===== config.mk =====
export PLATFORM = sky130hd
export DESIGN_NAME = iosma_cpu_flat
export DESIGN_NICKNAME = d
export VERILOG_FILES = /design/src/iosma_pkg.sv /design/src/iosma_if.sv /design/src/iosma_cpu.sv /design/src/flat_wrapper.sv
export VERILOG_INCLUDE_DIRS = /design/src
export SDC_FILE = /design/constraint.sdc
export NUM_CORES = 1
export LEC_CHECK = 0
export BUFFER_PORTS_ARGS = -buffer_cell sky130_fd_sc_hd__buf_2
export CORE_ASPECT_RATIO = 0.6
export CORE_MARGIN = 1.5
export CORE_UTILIZATION = 50
export CTS_BUF_LIST = sky130_fd_sc_hd__clkbuf_4 sky130_fd_sc_hd__clkbuf_8
export CTS_CLUSTER_DIAMETER = 40
export DETAILED_ROUTE_END_ITERATION = 8
export PLACE_DENSITY_LB_ADDON = 0.3
export SYNTH_ARGS = -nofsm -noshare
export SYNTH_HDL_FRONTEND = slang
export SYNTH_SLANG_ARGS = --single-unit

===== constraint.sdc =====
create_clock -name core_clk -period 6.3 [get_ports core_clk]
set_input_delay 0.63 -clock core_clk [delete_from_list [all_inputs] [get_ports core_clk]]
set_output_delay 0.63 -clock core_clk [all_outputs]
set_load 0.02 [all_outputs]

===== src/iosma_defs.svh =====
// Address map, field positions and reset values for the I/O space block
`ifndef IOSMA_DEFS_SVH
`define IOSMA_DEFS_SVH
// ---------------------------------------------------------------
// I/O space map
// ---------------------------------------------------------------
`define IOSMA_SC_TOP 16'h003f
`define IOSMA_BIT_TOP 16'h001f
`define IOSMA_EXT_LO 16'h0040
`define IOSMA_EXT_TOP 16'h103f
`define IOSMA_KEY_ADDR 16'h1040
`define IOSMA_W16_BASE 16'h0a00
`define IOSMA_W24_BASE 16'h0a04
`define IOSMA_W32_BASE 16'h0a08
`define IOSMA_KEY_RST 32'h5cc5c55c
`define IOSMA_UNLOCK_VAL 32'h5cc5c55c
// ---------------------------------------------------------------
// Controller registers on AXI4-Lite (byte offsets)
// ---------------------------------------------------------------
`define IOSMA_A_CMD 5'h00
`define IOSMA_A_ADDR 5'h04
`define IOSMA_A_WDATA 5'h08
`define IOSMA_A_RDATA 5'h0c
`define IOSMA_A_STAT 5'h10
`define IOSMA_CMD_OP_LSB 0
`define IOSMA_CMD_LEN_LSB 4
`define IOSMA_CMD_BIT_LSB 8
`define IOSMA_ST_BUSY 0
`define IOSMA_ST_ERR 1
`define IOSMA_ST_SKIP 2
`define IOSMA_RESP_OKAY 2'h0
`define IOSMA_RESP_SLVERR 2'h2
`endif


===== src/iosma_pkg.sv =====
// Types shared by both ends of the I/O space link
package iosma_pkg;
   // Access kinds issued by the CPU side
   typedef enum logic [3:0] {
      IOSMA_NOP,
      IOSMA_IN,
      IOSMA_OUT,
      IOSMA_SET_BIT,
      IOSMA_CLR_BIT,
      IOSMA_SKIP_SET,
      IOSMA_SKIP_CLR,
      IOSMA_LOAD,
      IOSMA_STORE
   } iosma_op_t;
   typedef enum {IOSMA_IDLE, IOSMA_BUSY} iosma_state_t;
endpackage


===== src/iosma_if.sv =====
// Byte-wide I/O access link between CPU side and device side
`timescale 1ns/1ns
`default_nettype none
interface iosma_if;
   import iosma_pkg::*;
   iosma_op_t op;
   logic [15:0] addr;
   logic [7:0] wdata;
   logic [2:0] bitsel;
   logic [7:0] rdata;
   logic ack;
   logic skip;
   logic err;
   modport dev (input op, addr, wdata, bitsel, output rdata, ack, skip, err);
   modport cpu (output op, addr, wdata, bitsel, input rdata, ack, skip, err);
endinterface
`default_nettype wire


===== src/iosma_cpu.sv =====
// CPU end: AXI4-Lite command registers driving ordered byte accesses
`timescale 1ns/1ns
`default_nettype none
`include "iosma_defs.svh"
module iosma_cpu
   import iosma_pkg::*;
(
   input wire logic core_clk,
   input wire logic rst,
   iosma_if.cpu bus,
   input wire logic [4:0] s_axi_awaddr,
   input wire logic s_axi_awvalid,
   output logic s_axi_awready,
   input wire logic [31:0] s_axi_wdata,
   input wire logic [3:0] s_axi_wstrb,
   input wire logic s_axi_wvalid,
   output logic s_axi_wready,
   output logic [1:0] s_axi_bresp,
   output logic s_axi_bvalid,
   input wire logic s_axi_bready,
   input wire logic [4:0] s_axi_araddr,
   input wire logic s_axi_arvalid,
   output logic s_axi_arready,
   output logic [31:0] s_axi_rdata,
   output logic [1:0] s_axi_rresp,
   output logic s_axi_rvalid,
   input wire logic s_axi_rready
);
   // ---------------------------------------------------------------
   // AXI4-Lite slave
   // ---------------------------------------------------------------
   logic awready_r, wready_r, bvalid_r, aw_have, w_have, arready_r, rvalid_r;
   logic [4:0] awaddr_r;
   logic [31:0] wdat_r, axi_rdata_r, cmd_wdata_r, cmd_rdata_r, rd_mux;
   logic [1:0] bresp_r, rresp_r;
   logic do_wr, wr_map, rd_map;
   logic [15:0] cmd_addr_r;
   iosma_state_t state_r;
   logic err_r, skip_r;

   assign do_wr = aw_have && w_have && !bvalid_r;
   assign wr_map = (awaddr_r == `IOSMA_A_CMD) || (awaddr_r == `IOSMA_A_ADDR) ||
                   (awaddr_r == `IOSMA_A_WDATA);
   assign rd_map = (s_axi_araddr <= `IOSMA_A_STAT) &&
                   (s_axi_araddr[1:0] == 2'b00);
   assign rd_mux = (s_axi_araddr == `IOSMA_A_CMD) ? 32'h00000000 :
                   (s_axi_araddr == `IOSMA_A_ADDR) ? {16'h0000, cmd_addr_r} :
                   (s_axi_araddr == `IOSMA_A_WDATA) ? cmd_wdata_r :
                   (s_axi_araddr == `IOSMA_A_RDATA) ? cmd_rdata_r :
                   (s_axi_araddr == `IOSMA_A_STAT) ?
                   {29'h00000000, skip_r, err_r, state_r == IOSMA_BUSY} :
                   32'h00000000;

   // Address and data are taken in either order; response follows both
   always_ff @(posedge core_clk) begin
      if (rst) begin
         awready_r <= 1'b1;
         wready_r <= 1'b1;
         aw_have <= 1'b0;
         w_have <= 1'b0;
         bvalid_r <= 1'b0;
         bresp_r <= `IOSMA_RESP_OKAY;
         awaddr_r <= 5'h00;
         wdat_r <= 32'h00000000;
      end else begin
         if (awready_r && s_axi_awvalid) begin
            awaddr_r <= s_axi_awaddr;
            aw_have <= 1'b1;
            awready_r <= 1'b0;
         end
         if (wready_r && s_axi_wvalid) begin
            wdat_r <= s_axi_wdata;
            w_have <= 1'b1;
            wready_r <= 1'b0;
         end
         if (do_wr) begin
            bvalid_r <= 1'b1;
            bresp_r <= wr_map ? `IOSMA_RESP_OKAY : `IOSMA_RESP_SLVERR;
         end
         if (bvalid_r && s_axi_bready) begin
            bvalid_r <= 1'b0;
            aw_have <= 1'b0;
            w_have <= 1'b0;
            awready_r <= 1'b1;
            wready_r <= 1'b1;
         end
      end
   end

   // Read data is answered one cycle after the address is taken
   always_ff @(posedge core_clk) begin
      if (rst) begin
         arready_r <= 1'b1;
         rvalid_r <= 1'b0;
         axi_rdata_r <= 32'h00000000;
         rresp_r <= `IOSMA_RESP_OKAY;
      end else if (arready_r && s_axi_arvalid) begin
         arready_r <= 1'b0;
         rvalid_r <= 1'b1;
         axi_rdata_r <= rd_mux;
         rresp_r <= rd_map ? `IOSMA_RESP_OKAY : `IOSMA_RESP_SLVERR;
      end else if (rvalid_r && s_axi_rready) begin
         rvalid_r <= 1'b0;
         arready_r <= 1'b1;
      end
   end

   assign s_axi_awready = awready_r;
   assign s_axi_wready = wready_r;
   assign s_axi_bvalid = bvalid_r;
   assign s_axi_bresp = bresp_r;
   assign s_axi_arready = arready_r;
   assign s_axi_rvalid = rvalid_r;
   assign s_axi_rdata = axi_rdata_r;
   assign s_axi_rresp = rresp_r;

   // ---------------------------------------------------------------
   // Byte sequencer
   // ---------------------------------------------------------------
   iosma_op_t op_r, cur_op_r, new_op;
   logic [1:0] len_r, idx_r, new_len;
   logic [2:0] bit_r;
   logic [15:0] addr_r, span_end;
   logic [7:0] wdata_r;
   logic start, new_wr, refuse, done;

   assign new_op = iosma_op_t'(wdat_r[`IOSMA_CMD_OP_LSB +: 4]);
   // Bit ops always touch a single byte
   assign new_len = (new_op == IOSMA_LOAD) || (new_op == IOSMA_STORE) ||
                    (new_op == IOSMA_IN) || (new_op == IOSMA_OUT) ?
                    wdat_r[`IOSMA_CMD_LEN_LSB +: 2] : 2'd0;
   assign new_wr = (new_op == IOSMA_OUT) || (new_op == IOSMA_STORE) ||
                   (new_op == IOSMA_SET_BIT) || (new_op == IOSMA_CLR_BIT);
   assign span_end = cmd_addr_r + {14'h0000, new_len};
   // Writes past the key word never reach the link; the key refuses its own
   assign refuse = new_wr &&
                   (span_end > (`IOSMA_KEY_ADDR + 16'h0003));
   // A command written while busy is dropped, so sequences never interleave
   assign start = do_wr && (awaddr_r == `IOSMA_A_CMD) &&
                  (state_r == IOSMA_IDLE);
   assign done = bus.ack && (idx_r == len_r);

   // Bytes go out in rising address order: LSB read first, MSB write last
   always_ff @(posedge core_clk) begin
      if (rst) begin
         state_r <= IOSMA_IDLE;
         op_r <= IOSMA_NOP;
         cur_op_r <= IOSMA_NOP;
         len_r <= 2'd0;
         idx_r <= 2'd0;
         bit_r <= 3'd0;
         addr_r <= 16'h0000;
         wdata_r <= 8'h00;
         err_r <= 1'b0;
         skip_r <= 1'b0;
         cmd_addr_r <= 16'h0000;
         cmd_wdata_r <= 32'h00000000;
         cmd_rdata_r <= 32'h00000000;
      end else begin
         op_r <= IOSMA_NOP;
         if (do_wr && (awaddr_r == `IOSMA_A_ADDR) && (state_r == IOSMA_IDLE)) begin
            cmd_addr_r <= wdat_r[15:0];
         end
         if (do_wr && (awaddr_r == `IOSMA_A_WDATA) && (state_r == IOSMA_IDLE)) begin
            cmd_wdata_r <= wdat_r;
         end
         case (state_r)
            IOSMA_IDLE: begin
               if (start && refuse) begin
                  err_r <= 1'b1;
                  skip_r <= 1'b0;
               end else if (start) begin
                  state_r <= IOSMA_BUSY;
                  op_r <= new_op;
                  cur_op_r <= new_op;
                  len_r <= new_len;
                  idx_r <= 2'd0;
                  bit_r <= wdat_r[`IOSMA_CMD_BIT_LSB +: 3];
                  addr_r <= cmd_addr_r;
                  wdata_r <= cmd_wdata_r[7:0];
                  err_r <= 1'b0;
                  skip_r <= 1'b0;
                  cmd_rdata_r <= 32'h00000000;
               end
            end
            IOSMA_BUSY: begin
               if (bus.ack) begin
                  cmd_rdata_r[8 * idx_r +: 8] <= bus.rdata;
                  err_r <= err_r | bus.err;
                  skip_r <= bus.skip;
               end
               if (done) begin
                  state_r <= IOSMA_IDLE;
               end else if (bus.ack) begin
                  idx_r <= idx_r + 2'd1;
                  op_r <= cur_op_r;
                  addr_r <= addr_r + 16'h0001;
                  wdata_r <= cmd_wdata_r[8 * (idx_r + 2'd1) +: 8];
               end
            end
            default: begin
               state_r <= IOSMA_IDLE;
            end
         endcase
      end
   end

   assign bus.op = op_r;
   assign bus.addr = addr_r;
   assign bus.wdata = wdata_r;
   assign bus.bitsel = bit_r;
endmodule // iosma_cpu
`default_nettype wire


===== src/flat_wrapper.sv =====
// flat-port wrapper written by rule: the top's interface ports become plain ports
module iosma_cpu_flat import iosma_pkg::*;
  (core_clk, rst, s_axi_awaddr, s_axi_awvalid, s_axi_awready, s_axi_wdata, s_axi_wstrb, s_axi_wvalid, s_axi_wready, s_axi_bresp, s_axi_bvalid, s_axi_bready, s_axi_araddr, s_axi_arvalid, s_axi_arready, s_axi_rdata, s_axi_rresp, s_axi_rvalid, s_axi_rready, bus_op, bus_addr, bus_wdata, bus_bitsel, bus_rdata, bus_ack, bus_skip, bus_err);
  iosma_if bus_i ();
  input wire logic core_clk;
  input wire logic rst;
  input wire logic [4:0] s_axi_awaddr;
  input wire logic s_axi_awvalid;
  output logic s_axi_awready;
  input wire logic [31:0] s_axi_wdata;
  input wire logic [3:0] s_axi_wstrb;
  input wire logic s_axi_wvalid;
  output logic s_axi_wready;
  output logic [1:0] s_axi_bresp;
  output logic s_axi_bvalid;
  input wire logic s_axi_bready;
  input wire logic [4:0] s_axi_araddr;
  input wire logic s_axi_arvalid;
  output logic s_axi_arready;
  output logic [31:0] s_axi_rdata;
  output logic [1:0] s_axi_rresp;
  output logic s_axi_rvalid;
  input wire logic s_axi_rready;
  output wire logic [$bits(bus_i.op)-1:0] bus_op;
  output wire logic [$bits(bus_i.addr)-1:0] bus_addr;
  output wire logic [$bits(bus_i.wdata)-1:0] bus_wdata;
  output wire logic [$bits(bus_i.bitsel)-1:0] bus_bitsel;
  input wire logic [$bits(bus_i.rdata)-1:0] bus_rdata;
  input wire logic [$bits(bus_i.ack)-1:0] bus_ack;
  input wire logic [$bits(bus_i.skip)-1:0] bus_skip;
  input wire logic [$bits(bus_i.err)-1:0] bus_err;
  assign bus_op = bus_i.op;
  assign bus_addr = bus_i.addr;
  assign bus_wdata = bus_i.wdata;
  assign bus_bitsel = bus_i.bitsel;
  assign bus_i.rdata = bus_rdata;
  assign bus_i.ack = bus_ack;
  assign bus_i.skip = bus_skip;
  assign bus_i.err = bus_err;
  iosma_cpu u_core (.core_clk(core_clk), .rst(rst), .bus(bus_i), .s_axi_awaddr(s_axi_awaddr), .s_axi_awvalid(s_axi_awvalid), .s_axi_awready(s_axi_awready), .s_axi_wdata(s_axi_wdata), .s_axi_wstrb(s_axi_wstrb), .s_axi_wvalid(s_axi_wvalid), .s_axi_wready(s_axi_wready), .s_axi_bresp(s_axi_bresp), .s_axi_bvalid(s_axi_bvalid), .s_axi_bready(s_axi_bready), .s_axi_araddr(s_axi_araddr), .s_axi_arvalid(s_axi_arvalid), .s_axi_arready(s_axi_arready), .s_axi_rdata(s_axi_rdata), .s_axi_rresp(s_axi_rresp), .s_axi_rvalid(s_axi_rvalid), .s_axi_rready(s_axi_rready));
endmodule

## Word-level counts from Yosys, hierarchy flattened

Cells that the tools add are included.

- Output and inout port bits: 72
- Register bits: 233

- Reductions and logical operators: 39
- Mux-type cells: 48
- Bitwise operators: 2
- $lt $le $gt $ge: 2
- Shifts and indexed selects: 3
- Add/sub/neg operators: 5
- Eq/ne operators: 21

Operators by type and width:

| operator | count |
|---|---|
| $mux W32 | 10 |
| $pmux W32 S2 | 2 |
| $logic_not A32 Y1 | 2 |
| $mux W16 | 4 |
| $neg A5 Y34 | 1 |
| $shift A8 B34 Y32 const A | 1 |
| $shiftx A8 B34 Y32 | 1 |
| $shiftx A32 B33 Y8 | 1 |
| $bwmux W32 | 1 |
| $eq A32 B1 Y1 const B | 1 |
| $eq A32 B2 Y1 const B | 1 |
| $mux W8 | 4 |
| $pmux W16 S2 | 1 |
| $logic_and A1 B1 Y1 | 17 |
| $add A16 B1 Y16 const B | 1 |
| $add A16 B2 Y16 | 1 |
| $gt A16 B13 Y1 const B | 1 |
| $mux W4 | 4 |
| $pmux W8 S2 | 1 |
| $eq A5 B4 Y1 const B | 3 |
| $mux W2 | 7 |
| $eq A5 B3 Y1 const B | 2 |
| $logic_not A5 Y1 | 2 |
| $mux W1 | 9 |
| other kinds (26) | 42 |

## Logic depth before layout (Yosys ltp)

Gate-level depths: netlist of run 1.

- Depth in word-level cells: 11
- Depth in mapped cells: 16
- Depth with buffers taken out: 13

## Least setup slack after synthesis of run 1

Ideal clock, no wire load.

- Path type: register to register
- Start point: reg u_core.wdat_r[2]
- End point: reg u_core.addr_r[14] (netlist: u_core.bus.addr[14])
- Required time: 6.217 ns
- Data arrival time: 3.548 ns
- Setup time: 0.083 ns
- Cell stages (with the launch flop): 16
- Period minus slack after synthesis: 3.630 ns
- Slack: 2.670 ns
- Buffers on the path: 2
- Cells stage by stage: dfxtp_1 > clkbuf_1 > xnor2_1 > a21oi_1 > o21ai_0 > and2_1 > ha_1 > fa_1 > nand3_1 > mux2_2 > or4_4 > a221oi_4 > a221o_1 > buf_6 > mux2_1 > o221ai_1

- Word-level cells in the longest chain between the ends: 11
- Elaborated cells between the ends (all ways): 19
- Those cells by class: 1 x add/sub; 1 x order compare; 7 x eq/ne; 1 x mux; 9 x reduce/logical

Ends and longest elaborated chain:

| element | RTL line | text |
|---|---|---|
| start, declared | iosma_cpu.sv:34 | `logic [31:0] wdat_r, axi_rdata_r, cmd_wdata_r, cmd_rdata_r, rd_mux;` |
| start signal, assigned | iosma_cpu.sv:72 | `wdat_r <= s_axi_wdata;` |
| $eq A4 B3 Y1 / $eq A4 B4 Y1 (equally long branches) | iosma_cpu.sv:129 | `assign new_len = (new_op == IOSMA_LOAD) \|\| (new_op == IOSMA_STORE) \|\|` |
| $logic_or A1 B1 Y1 (2 in a row) | iosma_cpu.sv:129 |  |
| $logic_or A1 B1 Y1 (*) | iosma_cpu.sv:130 | `(new_op == IOSMA_IN) \|\| (new_op == IOSMA_OUT) ?` |
| $mux W2 (*) | iosma_cpu.sv:129 |  |
| via u_core.new_len[0] | iosma_cpu.sv:121 | `logic [1:0] len_r, idx_r, new_len;` |
| $add A16 B2 Y16 (*) | iosma_cpu.sv:134 | `assign span_end = cmd_addr_r + {14'h0000, new_len};` |
| $gt A16 B13 Y1 (*) | iosma_cpu.sv:137 | `` (span_end > (`IOSMA_KEY_ADDR + 16'h0003)); `` |
| $logic_and A1 B1 Y1 (*) | iosma_cpu.sv:136 | `assign refuse = new_wr &&` |
| $logic_and A1 B1 Y1 (*) | iosma_cpu.sv:169 | `if (start && refuse) begin` |
| $ne A2 B2 Y1 (no line) (*) | - |  |
| $reduce_and A5 Y1 (no line) (*) | - |  |
| end signal, assigned | iosma_cpu.sv:179 | `addr_r <= cmd_addr_r;` |
| end signal, assigned | iosma_cpu.sv:197 | `addr_r <= addr_r + 16'h0001;` |
| end, declared | iosma_cpu.sv:123 | `logic [15:0] addr_r, span_end;` |

The timed path passes the listed nets; every way through them passes the cells marked *.
A chain may end at the register's enable or synchronous reset.

## Final worst setup path of run 1

- Start point: reg u_core.wdat_r[2]
- End point: reg u_core.cmd_rdata_r[21]

- Word-level cells in the longest chain between the ends: 11
- Elaborated cells between the ends (all ways): 19
- Those cells by class: 1 x add/sub; 1 x order compare; 7 x eq/ne; 1 x mux; 9 x reduce/logical

Ends and longest elaborated chain:

| element | RTL line | text |
|---|---|---|
| $eq A4 B3 Y1 / $eq A4 B4 Y1 (equally long branches) | iosma_cpu.sv:129 |  |
| $logic_or A1 B1 Y1 (2 in a row) | iosma_cpu.sv:129 |  |
| $logic_or A1 B1 Y1 (*) | iosma_cpu.sv:130 |  |
| $mux W2 (*) | iosma_cpu.sv:129 |  |
| via u_core.new_len[0] | iosma_cpu.sv:121 |  |
| $add A16 B2 Y16 (*) | iosma_cpu.sv:134 |  |
| $gt A16 B13 Y1 (*) | iosma_cpu.sv:137 |  |
| $logic_and A1 B1 Y1 (*) | iosma_cpu.sv:136 |  |
| $logic_and A1 B1 Y1 (*) | iosma_cpu.sv:169 |  |
| $ne A2 B2 Y1 (no line) (*) | - |  |
| $reduce_and A4 Y1 (no line) (*) | - |  |
| end signal, assigned by index | iosma_cpu.sv:188 | `cmd_rdata_r[8 * idx_r +: 8] <= bus.rdata;` |
| end, declared | iosma_cpu.sv:34 |  |

Marked as above.

==> results of run 1 <==
## cell usage after synthesis, drive strengths merged (3+ instances only)
| cell type | instances | area (um2) |
|---|---|---|
| nor3b | 5 | 37.5 |
| o21ai | 21 | 109 |
| nand3 | 41 | 205 |
| a21oi | 182 | 963 |
| nand2 | 263 | 995 |
| mux2i | 37 | 370 |
| a311oi | 3 | 26.3 |
| and2 | 8 | 50.1 |
| and3 | 4 | 25.0 |
| a22oi | 18 | 135 |
| o32ai | 7 | 61.3 |
| o22ai | 4 | 25.0 |
| nor4 | 4 | 31.3 |
| a2bb2oi | 5 | 96.4 |
| o211ai | 17 | 128 |
| nand3b | 5 | 37.5 |
| nand2b | 37 | 231 |
| or4 | 3 | 26.3 |
| o221ai | 19 | 223 |
| inv | 23 | 86.3 |
| nand4 | 5 | 31.3 |
| xnor2 | 3 | 26.3 |
| buf | 22 | 149 |
| or3 | 16 | 100 |
| a221oi | 6 | 113 |
| ha | 7 | 87.6 |
| a31oi | 6 | 37.5 |
| clkbuf | 66 | 248 |
| nor2 | 67 | 251 |
| dfxtp | 200 | 4000 |
| nor3 | 16 | 85.1 |
| nor2b | 11 | 68.8 |
## final timing paths
check / start / to / slack [ns] / cells after the start
hold / removal: s_axi_wvalid / u_core.s_axi_wready$_SDFFE_PP1P_ / 0.34 / 2
hold reg to reg: u_core.cur_op_r[2]$_SDFFE_PP0P_ / u_core.cur_op_r[2]$_SDFFE_PP0P_ / 0.46 / 2
setup reg to reg: u_core.wdat_r[2]$_SDFFE_PP0P_ / u_core.cmd_rdata_r[21]$_SDFFE_PP0P_ / 1.73 / 14
setup / recovery: u_core.wdat_r[2]$_SDFFE_PP0P_ / u_core.cmd_rdata_r[21]$_SDFFE_PP0P_ / 1.73 / 14
## layout make-up
class	instances	area, um2	area share (%)
clock inverters	14	179	1.73
multi-input cells	847	4820	46.6
well taps	240	300	2.91
repair buffers	137	712	6.89
inverters	23	86.3	0.835
flip-flops and latches	200	4010	38.8
clock buffers	17	234	2.26
## power breakdown
| group | internal, W | switching (W) | total [W] |
|---|---|---|---|
| logic | 0.0000720 | 0.000145 | 0.000217 |
| clock network | 0.000303 | 0.000525 | 0.000828 |
| registers | 0.00129 | 0.0000224 | 0.00131 |
| total | 0.00166 | 0.000692 | 0.00235 |
## routing by layer
layer / up-vias / GRT usage (%) / part of all wire, %
met2: 388 / 36.8 / 39
li1: 4152 / - / -
met5: - / 0 / 0
met1: 4023 / 43.5 / 49
met4: 0 / 7.32 / 1.4
met3: 42 / 8.30 / 11
## state kept, by name, summed over array words and instances (netlist names), 2 cells and up
signal / cells
u_core.cmd_wdata_r: 32
u_core.bus.addr: 16
u_core.idx_r: 2
u_core.wdat_r: 32
u_core.cmd_rdata_r: 32
u_core.bus.op: 4
u_core.len_r: 2
u_core.cmd_addr_r: 16
u_core.bus.wdata: 8
u_core.cur_op_r: 4
u_core.bus.bitsel: 3
u_core.awaddr_r: 5
u_core.s_axi_rdata: 32
## cells in the final DEF (no fill, tap or decap), types with 15 or more instances in the layout
cell and count:
sky130_fd_sc_hd__mux2i_1 37, sky130_fd_sc_hd__o21ai_0 15, sky130_fd_sc_hd__a21oi_1 171, sky130_fd_sc_hd__buf_2 128
sky130_fd_sc_hd__a22oi_1 18, sky130_fd_sc_hd__clkbuf_8 17, sky130_fd_sc_hd__nand3_1 41, sky130_fd_sc_hd__nand2_1 262
sky130_fd_sc_hd__nand2b_1 37, sky130_fd_sc_hd__dfxtp_1 199, sky130_fd_sc_hd__or3_1 16, sky130_fd_sc_hd__inv_1 23
sky130_fd_sc_hd__nor2_1 67, sky130_fd_sc_hd__o211ai_1 17, sky130_fd_sc_hd__nor3_1 15
## worst max-delay path, stage by stage (launching register included)
cell	delay [ns]
sky130_fd_sc_hd__dfxtp_1	0.52
sky130_fd_sc_hd__xnor2_1	0.10
sky130_fd_sc_hd__a21oi_1	0.15
sky130_fd_sc_hd__o21ai_0	0.12
sky130_fd_sc_hd__and2_1	0.20
sky130_fd_sc_hd__ha_1	0.21
sky130_fd_sc_hd__fa_1	0.42
sky130_fd_sc_hd__nand3_1	0.11
sky130_fd_sc_hd__mux2_2	0.34
sky130_fd_sc_hd__or4_4	0.44
sky130_fd_sc_hd__a221oi_4	0.30
sky130_fd_sc_hd__a221o_1	0.68
sky130_fd_sc_hd__buf_4	0.43
sky130_fd_sc_hd__a21oi_4	0.10
sky130_fd_sc_hd__o32ai_1	0.33
## logic make-up (layout without fill, tap and decap cells)
family	count (synthesis)	in the layout	synth area share, %
compound gates	302	302	21.9
xor+xnor	4	4	0.377
fa+ha+maj	8	8	1.16
buf+inv	111	191	5.19
flops	200	200	43.1
mux	39	39	4.23
other cells	1	2	0.0403
simple gates	492	492	24.0
## metrics by stage
step | utilization, % | hold slack, ns | worst slack, ns | power [W]
global route | 57.1 | 0.331 | 1.43 | 0.00244
detailed placement | 54.8 | 0.445 | 1.83 | 0.00155
floorplan | - | 0.431 | 2.67 | 0.00149
CTS | 57.1 | 0.341 | 1.77 | 0.00236
global placement | 54.8 | 0.437 | 1.87 | 0.00155
finish | 57.1 | 0.342 | 1.73 | 0.00235
==> results.md, run 1 <==
Timing:
- The clock skew is between 0.015 and 0.02 ns.
- The hold violation count in the final report came to 0.
- The headroom to the max-slew limit is 20.4%.
- Setup violations remaining at the end of the flow were counted as 0.
- The slew at the pin closest to its max-slew limit is 1.18 ns.
- The count of pins over their slew limit is 0.
- The achievable clock frequency is 219 MHz.
- The total negative slack for setup checks is 0 ns.
- The minimum clock period after layout is ~4.6 ns.
- The final critical path takes up 72.5% of the cycle.
- Setup repair after global routing left no endpoint under its margin.

Clock network:
- The post-CTS resize count is 0.
- The number of clock buffers added by TritonCTS is 17.
- TritonCTS built the clock tree.
- Counting every sink on the clock net gives 200.
- The clock tree root driver cell is sky130_fd_sc_hd__clkbuf_8.
- The clock reaches the later pin of the worst-skew pair after 0.48 ns.
- No sink is reached through more buffers than the 2 on the longest clock path.
- The clock-pin slew of the registers on the worst-case setup and hold paths is 0.12 ns.
- The post-CTS repair timing setup buffer count is 0.
- Hold repair after CTS inserted 0 buffers.
- The number of H-tree levels is 4.

Synthesis:
- The gate count after technology mapping is 1157.
- The portion of the post-synthesis area used by sequential elements is 43.1%.
- A synthesized cell averages 8.04 um2.
- The number of synthesized flops with an enable pin is 0.
- The total of flip-flops plus latches after synthesis is 200.
- The cell area after synthesis is 9300 um2.
- The number of library cell types mapped by synthesis is 69.
- The most used flip-flop cell after synthesis is sky130_fd_sc_hd__dfxtp_1.
- During synthesis, Yosys emitted a total of 0 warnings.
- The share of flip-flops with an asynchronous set or reset after synthesis is 0%.

Detailed routing:
- The total routed wirelength is around 27 mm.
- The first detailed-routing pass took 5 iterations.
- The first routing iteration left ~990 violations.
- In this run the remaining antenna-violating nets after routing total 0.
- Detailed routing inserted a total of roughly 8.6k vias.
- The average wire per standard cell is approximately 18 um.
- Using the TritonRoute via totals, the vias-per-cell ratio works out to 5.82.
- The DRC violation count after routing is 0.

Placement:
- The quantity of I/O buffers inserted on ports is approximately 130.
- Summed over all nets, the half-perimeter wirelength after detailed placement is ~19 mm.
- The congestion estimate from routability-driven global placement came to about 0.96.
- Once placement finished, the instance area stood at 9920 um2.
- Counting tap cells, the placed design contains a total of 1447 instances.

Global routing:
- Global routing used 28.0% of the available tracks across all layers.
- The sum of overflow across all layers after global routing is 0.
- The via count of the first global-routing pass is 7713.
- The global-route wire length before repair is 42.0 mm.
- The number of antenna violations at the first check in global routing is 0.
- Entering global routing, the biggest net connects around 130 pins.

Worst setup path:
- The required arrival time at the worst endpoint is 6.67 ns.
- The highest fanout seen on the critical path is 20.
- The startpoint type of the worst setup path is a flop.
- The worst setup path category is flop to flop.
- The worst setup path is captured at a flop.
- The worst path arrival time is 4.94 ns.

Finish:
- The finished layout holds 1478 standard cells, fillers aside.
- The fraction of final layout cells with drive strength greater than 1 is 17.0%.
- The relative area change from synthesis to final layout is 11.2%.
- The count of antenna diodes in the layout is 0.
- The number of inserted filler cells in the final layout is approximately 1.7k.
- The cell area after layout is 10300 um2.
- The final-stage net count is 1298.

Status:
- The flow ran to the end, and the final reports show no timing, DRC or antenna violations.

Floorplanning:
- The count of boundary I/O pins is 136.
- The core region is 18100 um2.
- The overall die width is 179 um.
- The effective utilization at floorplan is around half.
- The floorplan step defined a die boundary enclosing roughly 19000 um2.
- The vertical die dimension is 109 um.
- The floorplan has 38 rows.

Job:
- The tool flagged a number of max-cap violations equal to 0.

Power:
- The power per cell area is approximately 230 nW/um2.
- VDD sags by at most 120 uV.
- The leakage power is around 3.6 nW.

Hold path:
- The min-delay analysis places its worst path in the category input pin to flop.
(Power assumes the default switching activity.)
==> inputs of run 2 (changes only) <==
==> constraint.sdc (replaced) <==
create_clock -name core_clk -period 3.7 [get_ports core_clk]
set_input_delay 0.37 -clock core_clk [delete_from_list [all_inputs] [get_ports core_clk]]
set_output_delay 0.37 -clock core_clk [all_outputs]
set_load 0.02 [all_outputs]
==> results.md, run 2 (synthesis gave the netlist of run 1 again) <==
Finish:
- 0 antenna diodes ended up in the layout.
- Compared with the post-synthesis result, the final layout area differs by 16.3%.
- The fraction of final layout cells with drive strength greater than 1 is 20.7%.
- The most common cell after layout, fill and taps aside is sky130_fd_sc_hd__nand2_1.
- In the final design database the tool counted 1333 nets.
- Excluding fillers, the count of instances in the completed layout stands at ~1.5k.
- The top cell types in the final layout, fill and taps aside, are sky130_fd_sc_hd__nand2_1 (261), sky130_fd_sc_hd__dfxtp_1 (196), sky130_fd_sc_hd__a21oi_1 (169), sky130_fd_sc_hd__buf_2 (128), sky130_fd_sc_hd__nor2_1 (67).
- The finished cells cover 10800 um2.
- The number of inserted filler cells in the final layout is 1639.

Timing:
- The clock arrives with 0.0273 ns of skew.
- At the pin with the least slew margin, the transition time is 1.15 ns.
- The achievable clock frequency is 278 MHz.
- The headroom to the max-slew limit is 23.2%.
- The hold violation count in the final report was 0.
- The count of pins over their slew limit was 0.
- For the finished layout, the period the worst path requires is around 3.6 ns.
- The final critical path takes up 97.2% of the cycle.
- Setup slack closes at 0.104 ns.
- Setup violations remaining at the end of the flow were counted as 0.
- The total negative slack for setup checks is 0 ns.

Detailed routing:
- The number of iterations in the first detailed-routing pass is 5.
- The DRC violation count after routing is 0.
- After the first detailed-routing iteration, the DRC count stood at 953.
- Dividing the detail-routed via count by the number of cells gives 5.84.
- Once detail routing completed, the nets flagged for antenna violations numbered 0.
- The routed layout has ~8.8k vias.
- For this block, the routed nets add up to 27.6 mm of wire.
- The average wire per standard cell is ~18 um.

Worst setup path:
- On the critical path the largest part of the delay comes from compound AO/OA/AOI/OAI gates.
- The worst setup path category is flop to flop.
- The required arrival time at the worst endpoint is 4.12 ns.
- The signal on the critical path passes through xnor2_2 > a21oi_2 > o21ai_1 > and2_1 > ha_2 > fa_2 > nand3_2 > mux2_4 > or4_4 > a221oi_4 > a221o_2 > buf_6 > buf_4 > o21ai_1 > a221oi_2.
- On the worst path, the slowest cell contributes a delay of 0.44 ns.
- The worst setup path is captured at a flop.
- The startpoint type of the worst setup path is a flop.
- The worst path arrival time is 4.01 ns.
- The combined buffer and inverter count along the critical path is 2.
- Among the stages of the critical path, the cell type that occurs most often is sky130_fd_sc_hd__o21ai_1.
- Along the worst path, the maximum fanout reaches 7.
- The worst-path cell with the longest stage delay is sky130_fd_sc_hd__or4_4.

Clock network:
- The number of H-tree levels is 4.
- The CTS buffer count is 17.
- The clock sink count is 200.
- The clock latency on the worst-skew pair is 0.50 ns.
- The root buffer cell chosen for the clock tree is sky130_fd_sc_hd__clkbuf_8.
- The CTS tree is yes.
- The largest buffer count on any clock path is 2.
- The clock-pin slew of the registers on the worst-case setup and hold paths is approximately 0.13 ns.

Floorplanning:
- The effective utilization at floorplan is 51.3%.
- In this run the horizontal extent of the chip is 179 um.
- The die is 109 um tall.
- The count of boundary I/O pins is around 140.
- The area of the core region is 18100 um2.
- The number of placement rows is 38.
- The die covers around 20000 um2.

Power:
- Cell internal power was estimated by the tool at 0.00290 W.
- The combinational fraction of design power is 10.5%.
- The switching power share of the total is 30.1%.
- The fraction of power consumed by the clock network is between 30% and 40%.
- For this design the total switching power over the nets is 0.00125 W.
- The sequential share of power is between 50% and 60%.
- IR analysis of the VDD net gives a maximum drop of 231 uV.
- The leakage power is 3.80 nW.
- Dividing total power by cell area gives a power density of 384 nW/um2.

Global routing:
- In the global route stage, met3 resource usage came out at a little over 8%.
- The first global-routing pass estimated 42.0 mm of wire.
- The number of antenna violations at the first check in global routing is 0.
- The layer flagged by global routing as most heavily used is met1.
- The pin count of the biggest net entering global routing is 107.
- For this run, global-route usage on met1 was measured as 43.6%.
- The via count of the first global-routing pass is 7739.
- The sum of overflow across all layers after global routing is 0.
- Global routing consumed, on the met2 layer, 37.3% of the routing resources.
- In the global route stage, overall resource usage came out at 28.1%.

Placement:
- The congestion estimate from routability-driven global placement came to about 0.93.
- The detailed placer's ending HPWL is 19.1 mm.
- The quantity of I/O buffers inserted on ports is 129.
- The placed cell count is 1471.
- In this run the cell area measured after placement is between 10000 and 15000 um2.
- At the placement stage, the worst setup path has a slack of -0.0990 ns.

Hold path:
- The tightest min-delay check is of the input pin to flop type.

Job:
- The number of max-capacitance violations reported is 0.

Status:
- The run finished with clean final reports.
run 2: routing by layer:
layer  vias up  wire length [um]
li1       4218                 -
met1      4122             13400
met2       448             10700
met3        42              3140
met4         0               376
met5         -                 0
run 2: final timing paths:
kind	end	startpoint	cells after the start	slack, ns
min	u_core.s_axi_wready$_SDFFE_PP1P_	s_axi_wvalid	2	0.08
max	u_core.bus.addr[12]$_SDFFE_PP0P_	u_core.wdat_r[2]$_SDFFE_PP0P_	15	0.10
min reg2reg	u_core.cur_op_r[3]$_SDFFE_PP0P_	u_core.cur_op_r[3]$_SDFFE_PP0P_	2	0.46
max reg2reg	u_core.bus.addr[12]$_SDFFE_PP0P_	u_core.wdat_r[2]$_SDFFE_PP0P_	15	0.10
run 2: metrics by stage:
stage | hold slack [ns] | total power [W] | util [%]
final | 0.0811 | 0.00415 | 59.7
after global routing | 0.0773 | 0.00429 | 59.7
after CTS | 0.0758 | 0.00413 | 58.7
after detailed placement | 0.443 | 0.00267 | 56.0
after global placement | 0.438 | 0.00266 | 56.0
after floorplan | 0.431 | 0.00254 | -
run 2: power groups by stage:
stage	clock, W	combinational [W]	sequential (W)
6_report	0.00148	0.000436	0.00223
3_5_place_dp	0	0.000393	0.00228
5_1_grt	0.00158	0.000470	0.00224
2_1_floorplan	0	0.000267	0.00227
4_1_cts	0.00150	0.000409	0.00223
3_3_place_gp	0	0.000388	0.00227
run 2: area by class of cell:
cell class              count  area, um2  share of cell area, %
multi-input cells         847       4900                   45.3
flip-flops and latches    200       4010                   37.1
repair buffers            172       1090                   10.1
well taps                 240        300                   2.78
clock buffers              17        234                   2.16
clock inverters            14        188                   1.74
inverters                  23       86.3                  0.799
run 2: what timing repair did:
| action | in CTS | in global routing |
|---|---|---|
| resized for setup | 8 | 20 |
| gates cloned | 0 | 2 |
| setup buffers | 3 | 6 |
| hold buffers | 0 | 0 |
| setup endpoints to repair | 43 | 71 |
| pin swaps | 5 | 7 |
==> inputs of run 3 (changes only) <==
--- a/config.mk
+++ b/config.mk
@@ -6,13 +6,14 @@
 export SDC_FILE = /design/constraint.sdc
 export NUM_CORES = 1
 export LEC_CHECK = 0
-export BUFFER_PORTS_ARGS = -buffer_cell sky130_fd_sc_hd__buf_2
+export ABC_CLOCK_PERIOD_IN_PS = 3700
 export CORE_ASPECT_RATIO = 0.6
 export CORE_MARGIN = 1.5
 export CORE_UTILIZATION = 50
 export CTS_BUF_LIST = sky130_fd_sc_hd__clkbuf_4 sky130_fd_sc_hd__clkbuf_8
 export CTS_CLUSTER_DIAMETER = 40
 export DETAILED_ROUTE_END_ITERATION = 8
+export DONT_BUFFER_PORTS = 1
 export PLACE_DENSITY_LB_ADDON = 0.3
 export SYNTH_ARGS = -nofsm -noshare
 export SYNTH_HDL_FRONTEND = slang
==> results.md, run 3 (synthesis gave the netlist of run 1 again) <==
Clock network:
- The tree is rooted in a sky130_fd_sc_hd__clkbuf_8.
- After clock tree synthesis, the clock-pin slew on the worst setup and hold paths is roughly 0.13 ns.
- The tree built by TritonCTS fans out to 200 sinks.
- The number of H-tree levels is 4.
- The clock passes through at most 2 buffers.
- TritonCTS built the clock tree.
- The clock latency on the worst-skew pair is 0.51 ns.
- Buffers inserted during clock tree synthesis total 17.

Timing:
- The slew at the pin closest to its max-slew limit is 1.18 ns.
- On the final layout, the worst clock skew is between 0.02 and 0.03 ns.
- Setup repair after global routing could not meet its margin everywhere.
- Setup violations remaining at the end of the flow were counted as 0.
- The achievable clock frequency is 272 MHz.
- The hold violation count in the final report is 0.
- The minimum clock period after layout is 3.68 ns.
- The count of pins over their slew limit is 0.
- The final period utilization is 99.4%.
- The headroom to the max-slew limit is 21.1%.

Finish:
- Cells with a size suffix above 1 make up about a tenth of the layout.
- The cell area after layout is 10400 um2.
- Leaving out fill and tap cells, the most frequent cell in the layout is sky130_fd_sc_hd__nand2_1.
- The count of antenna diodes in the layout is 0.
- The filler cells instantiated in the layout total 1659.
- The relative area change from synthesis to final layout is 11.4%.
- The final-stage net count is roughly 1.2k.
- In the layout the commonest cells are sky130_fd_sc_hd__nand2_1 (262), sky130_fd_sc_hd__dfxtp_1 (196), sky130_fd_sc_hd__a21oi_1 (171), sky130_fd_sc_hd__nor2_1 (67), sky130_fd_sc_hd__nand3_1 (40).
- The final core utilization is 57.2%.

Worst setup path:
- The highest fanout seen on the critical path is 8.
- The worst path arrival time is 4.09 ns.
- STA puts the critical path data required time at ~4.1 ns.
- The startpoint type of the worst setup path is a flop.
- The worst setup path category is flop to flop.
- The endpoint class of the critical path is a flop.

Global routing:
- The global-route wire length before repair is between 40 and 50 mm.
- The via count of the first global-routing pass came to 7715.
- For this run, global-route usage on met2 was measured as between 30% and 40%.
- The global-route track usage on met1 is 45.2%.
- For this run, the total global-route usage over all layers was measured as 29.5%.
- The most congested layer reported by global routing is met1.
- The total overflow left after global routing is 0.
- The met3 track utilization from global routing is 7.98%.
- Entering global routing, the biggest net connects 163 pins.
- The number of antenna violations at the first check in global routing was 1.

Power:
- The leakage power is 3.26 nW.
- In this run the power density over the cells is 398 nW/um2.
- The maximum ir drop on the vdd rail is about 280 uV.

Floorplanning:
- For this configuration, the core starts out at a cell density of about half.
- The number of placement rows is 38.
- The count of boundary I/O pins is 136.
- The core region is roughly 18000 um2.
- The die covers 19400 um2.
- The die is 109 um tall.
- The overall die width is 179 um.

Placement:
- The congestion estimate from routability-driven global placement came to between 0.9 and 1.
- The detailed placer's ending HPWL is 19.3 mm.
- The quantity of I/O buffers inserted on ports is 0.
- Once placement finished, the instance area stood at about 9600 um2.

Detailed routing:
- The count of routing violations after the opening detailed-route iteration is between 900 and 1k.
- In the routed layout, each cell is associated on average with a via count of 6.03.
- The detail route stage leaves a number of antenna-violating nets equal to 0.
- For this run, design rule violations remaining after detail routing come to 0.
- In the final routed layout, each cell accounts on average for 20.1 um.
- Summing over every cut layer, the via total after detailed routing is 8470.
- The pre-antenna-repair detailed-routing pass consisted of 6 iterations.
- The total routed wirelength is 28.2 mm.

Job:
- The number of max-capacitance violations reported is 0.

Hold path:
- The type of the most critical hold path is input pin to flop.

Status:
- The flow ran to the end, and the final reports show no timing, DRC or antenna violations.
run 3: cell types whose count changed in the layout (fill, tap and decap cells not counted), moves of 3 or more:
| cell | delta |
|---|---|
| sky130_fd_sc_hd__inv_12 | -3 |
| sky130_fd_sc_hd__clkinv_4 | +3 |
| sky130_fd_sc_hd__dlygate4sd3_1 | +26 |
| sky130_fd_sc_hd__buf_4 | -6 |
| sky130_fd_sc_hd__buf_2 | -128 |
run 3: through the flow:
step	hold WS [ns]	setup slack [ns]	power, W	setup TNS, ns	instances
5_1_grt	0.00128	-0.103	0.00426	-1.17	1405
2_1_floorplan	0.431	0.0697	0.00254	0	1158
3_3_place_gp	0.434	0.0745	0.00260	0	1344
3_5_place_dp	0.439	-0.0482	0.00260	-0.272	1344
6_report	0.0191	0.0223	0.00412	0	1405
4_1_cts	0.000994	0.00260	0.00412	0	1402
run 3: final timing paths:
check	startpoint	endpoint	slack (ns)	cells past startpoint
max	u_core.wdat_r[1]$_SDFFE_PP0P_	u_core.cmd_rdata_r[4]$_SDFFE_PP0P_	0.02	16
max reg2reg	u_core.wdat_r[1]$_SDFFE_PP0P_	u_core.cmd_rdata_r[4]$_SDFFE_PP0P_	0.02	16
min reg2reg	u_core.awaddr_r[0]$_SDFFE_PP0P_	u_core.awaddr_r[0]$_SDFFE_PP0P_	0.46	2
min	bus_skip	u_core.skip_r$_SDFFE_PP0P_	0.02	2
run 3: metal layers:
| metal | vias to the layer above | wire (um) |
|---|---|---|
| li1 | 4001 | - |
| met1 | 3991 | 13400 |
| met2 | 429 | 11000 |
| met3 | 47 | 3320 |
| met4 | 2 | 473 |
| met5 | - | 13 |
run 3: layout make-up:
type	instances	area, um2	area share, %
timing repair buffer	64	669	6.46
clock inverter	14	186	1.80
multi-input combinational	847	4870	47.0
inverter	23	86.3	0.833
sequential	200	4010	38.7
tap	240	300	2.90
clock buffer	17	234	2.26
run 3: worst max-delay path, stage by stage (launching register included):
cell and delay, ns:
sky130_fd_sc_hd__dfxtp_4 0.38, sky130_fd_sc_hd__nor3b_1 0.14, sky130_fd_sc_hd__a21oi_1 0.14, sky130_fd_sc_hd__o21ai_1 0.11
sky130_fd_sc_hd__and2_4 0.16, sky130_fd_sc_hd__ha_4 0.16, sky130_fd_sc_hd__fa_2 0.42, sky130_fd_sc_hd__nand3_2 0.10
sky130_fd_sc_hd__mux2_4 0.30, sky130_fd_sc_hd__or4_4 0.44, sky130_fd_sc_hd__a221oi_4 0.31, sky130_fd_sc_hd__buf_4 0.17
sky130_fd_sc_hd__a221oi_4 0.09, sky130_fd_sc_hd__buf_12 0.17, sky130_fd_sc_hd__a21oi_4 0.15, sky130_fd_sc_hd__buf_12 0.15
sky130_fd_sc_hd__mux2i_1 0.19
run 3: timing repair:
item                       in CTS  in global routing
setup endpoints to repair      35                 63
pin swaps                       0                  7
hold buffers                   27                  0
resized for setup               4                 12
buffers inserted                0                  3
hold endpoints to repair      164                  0
run 3: where the power goes:
group / leakage (nW) / total, W / switching [W] / internal (W)
clock: 0.209 / 0.00150 / 0.000867 / 0.000630
sequential: 1.62 / 0.00224 / 0.0000528 / 0.00219
combinational: 1.43 / 0.000379 / 0.000223 / 0.000156
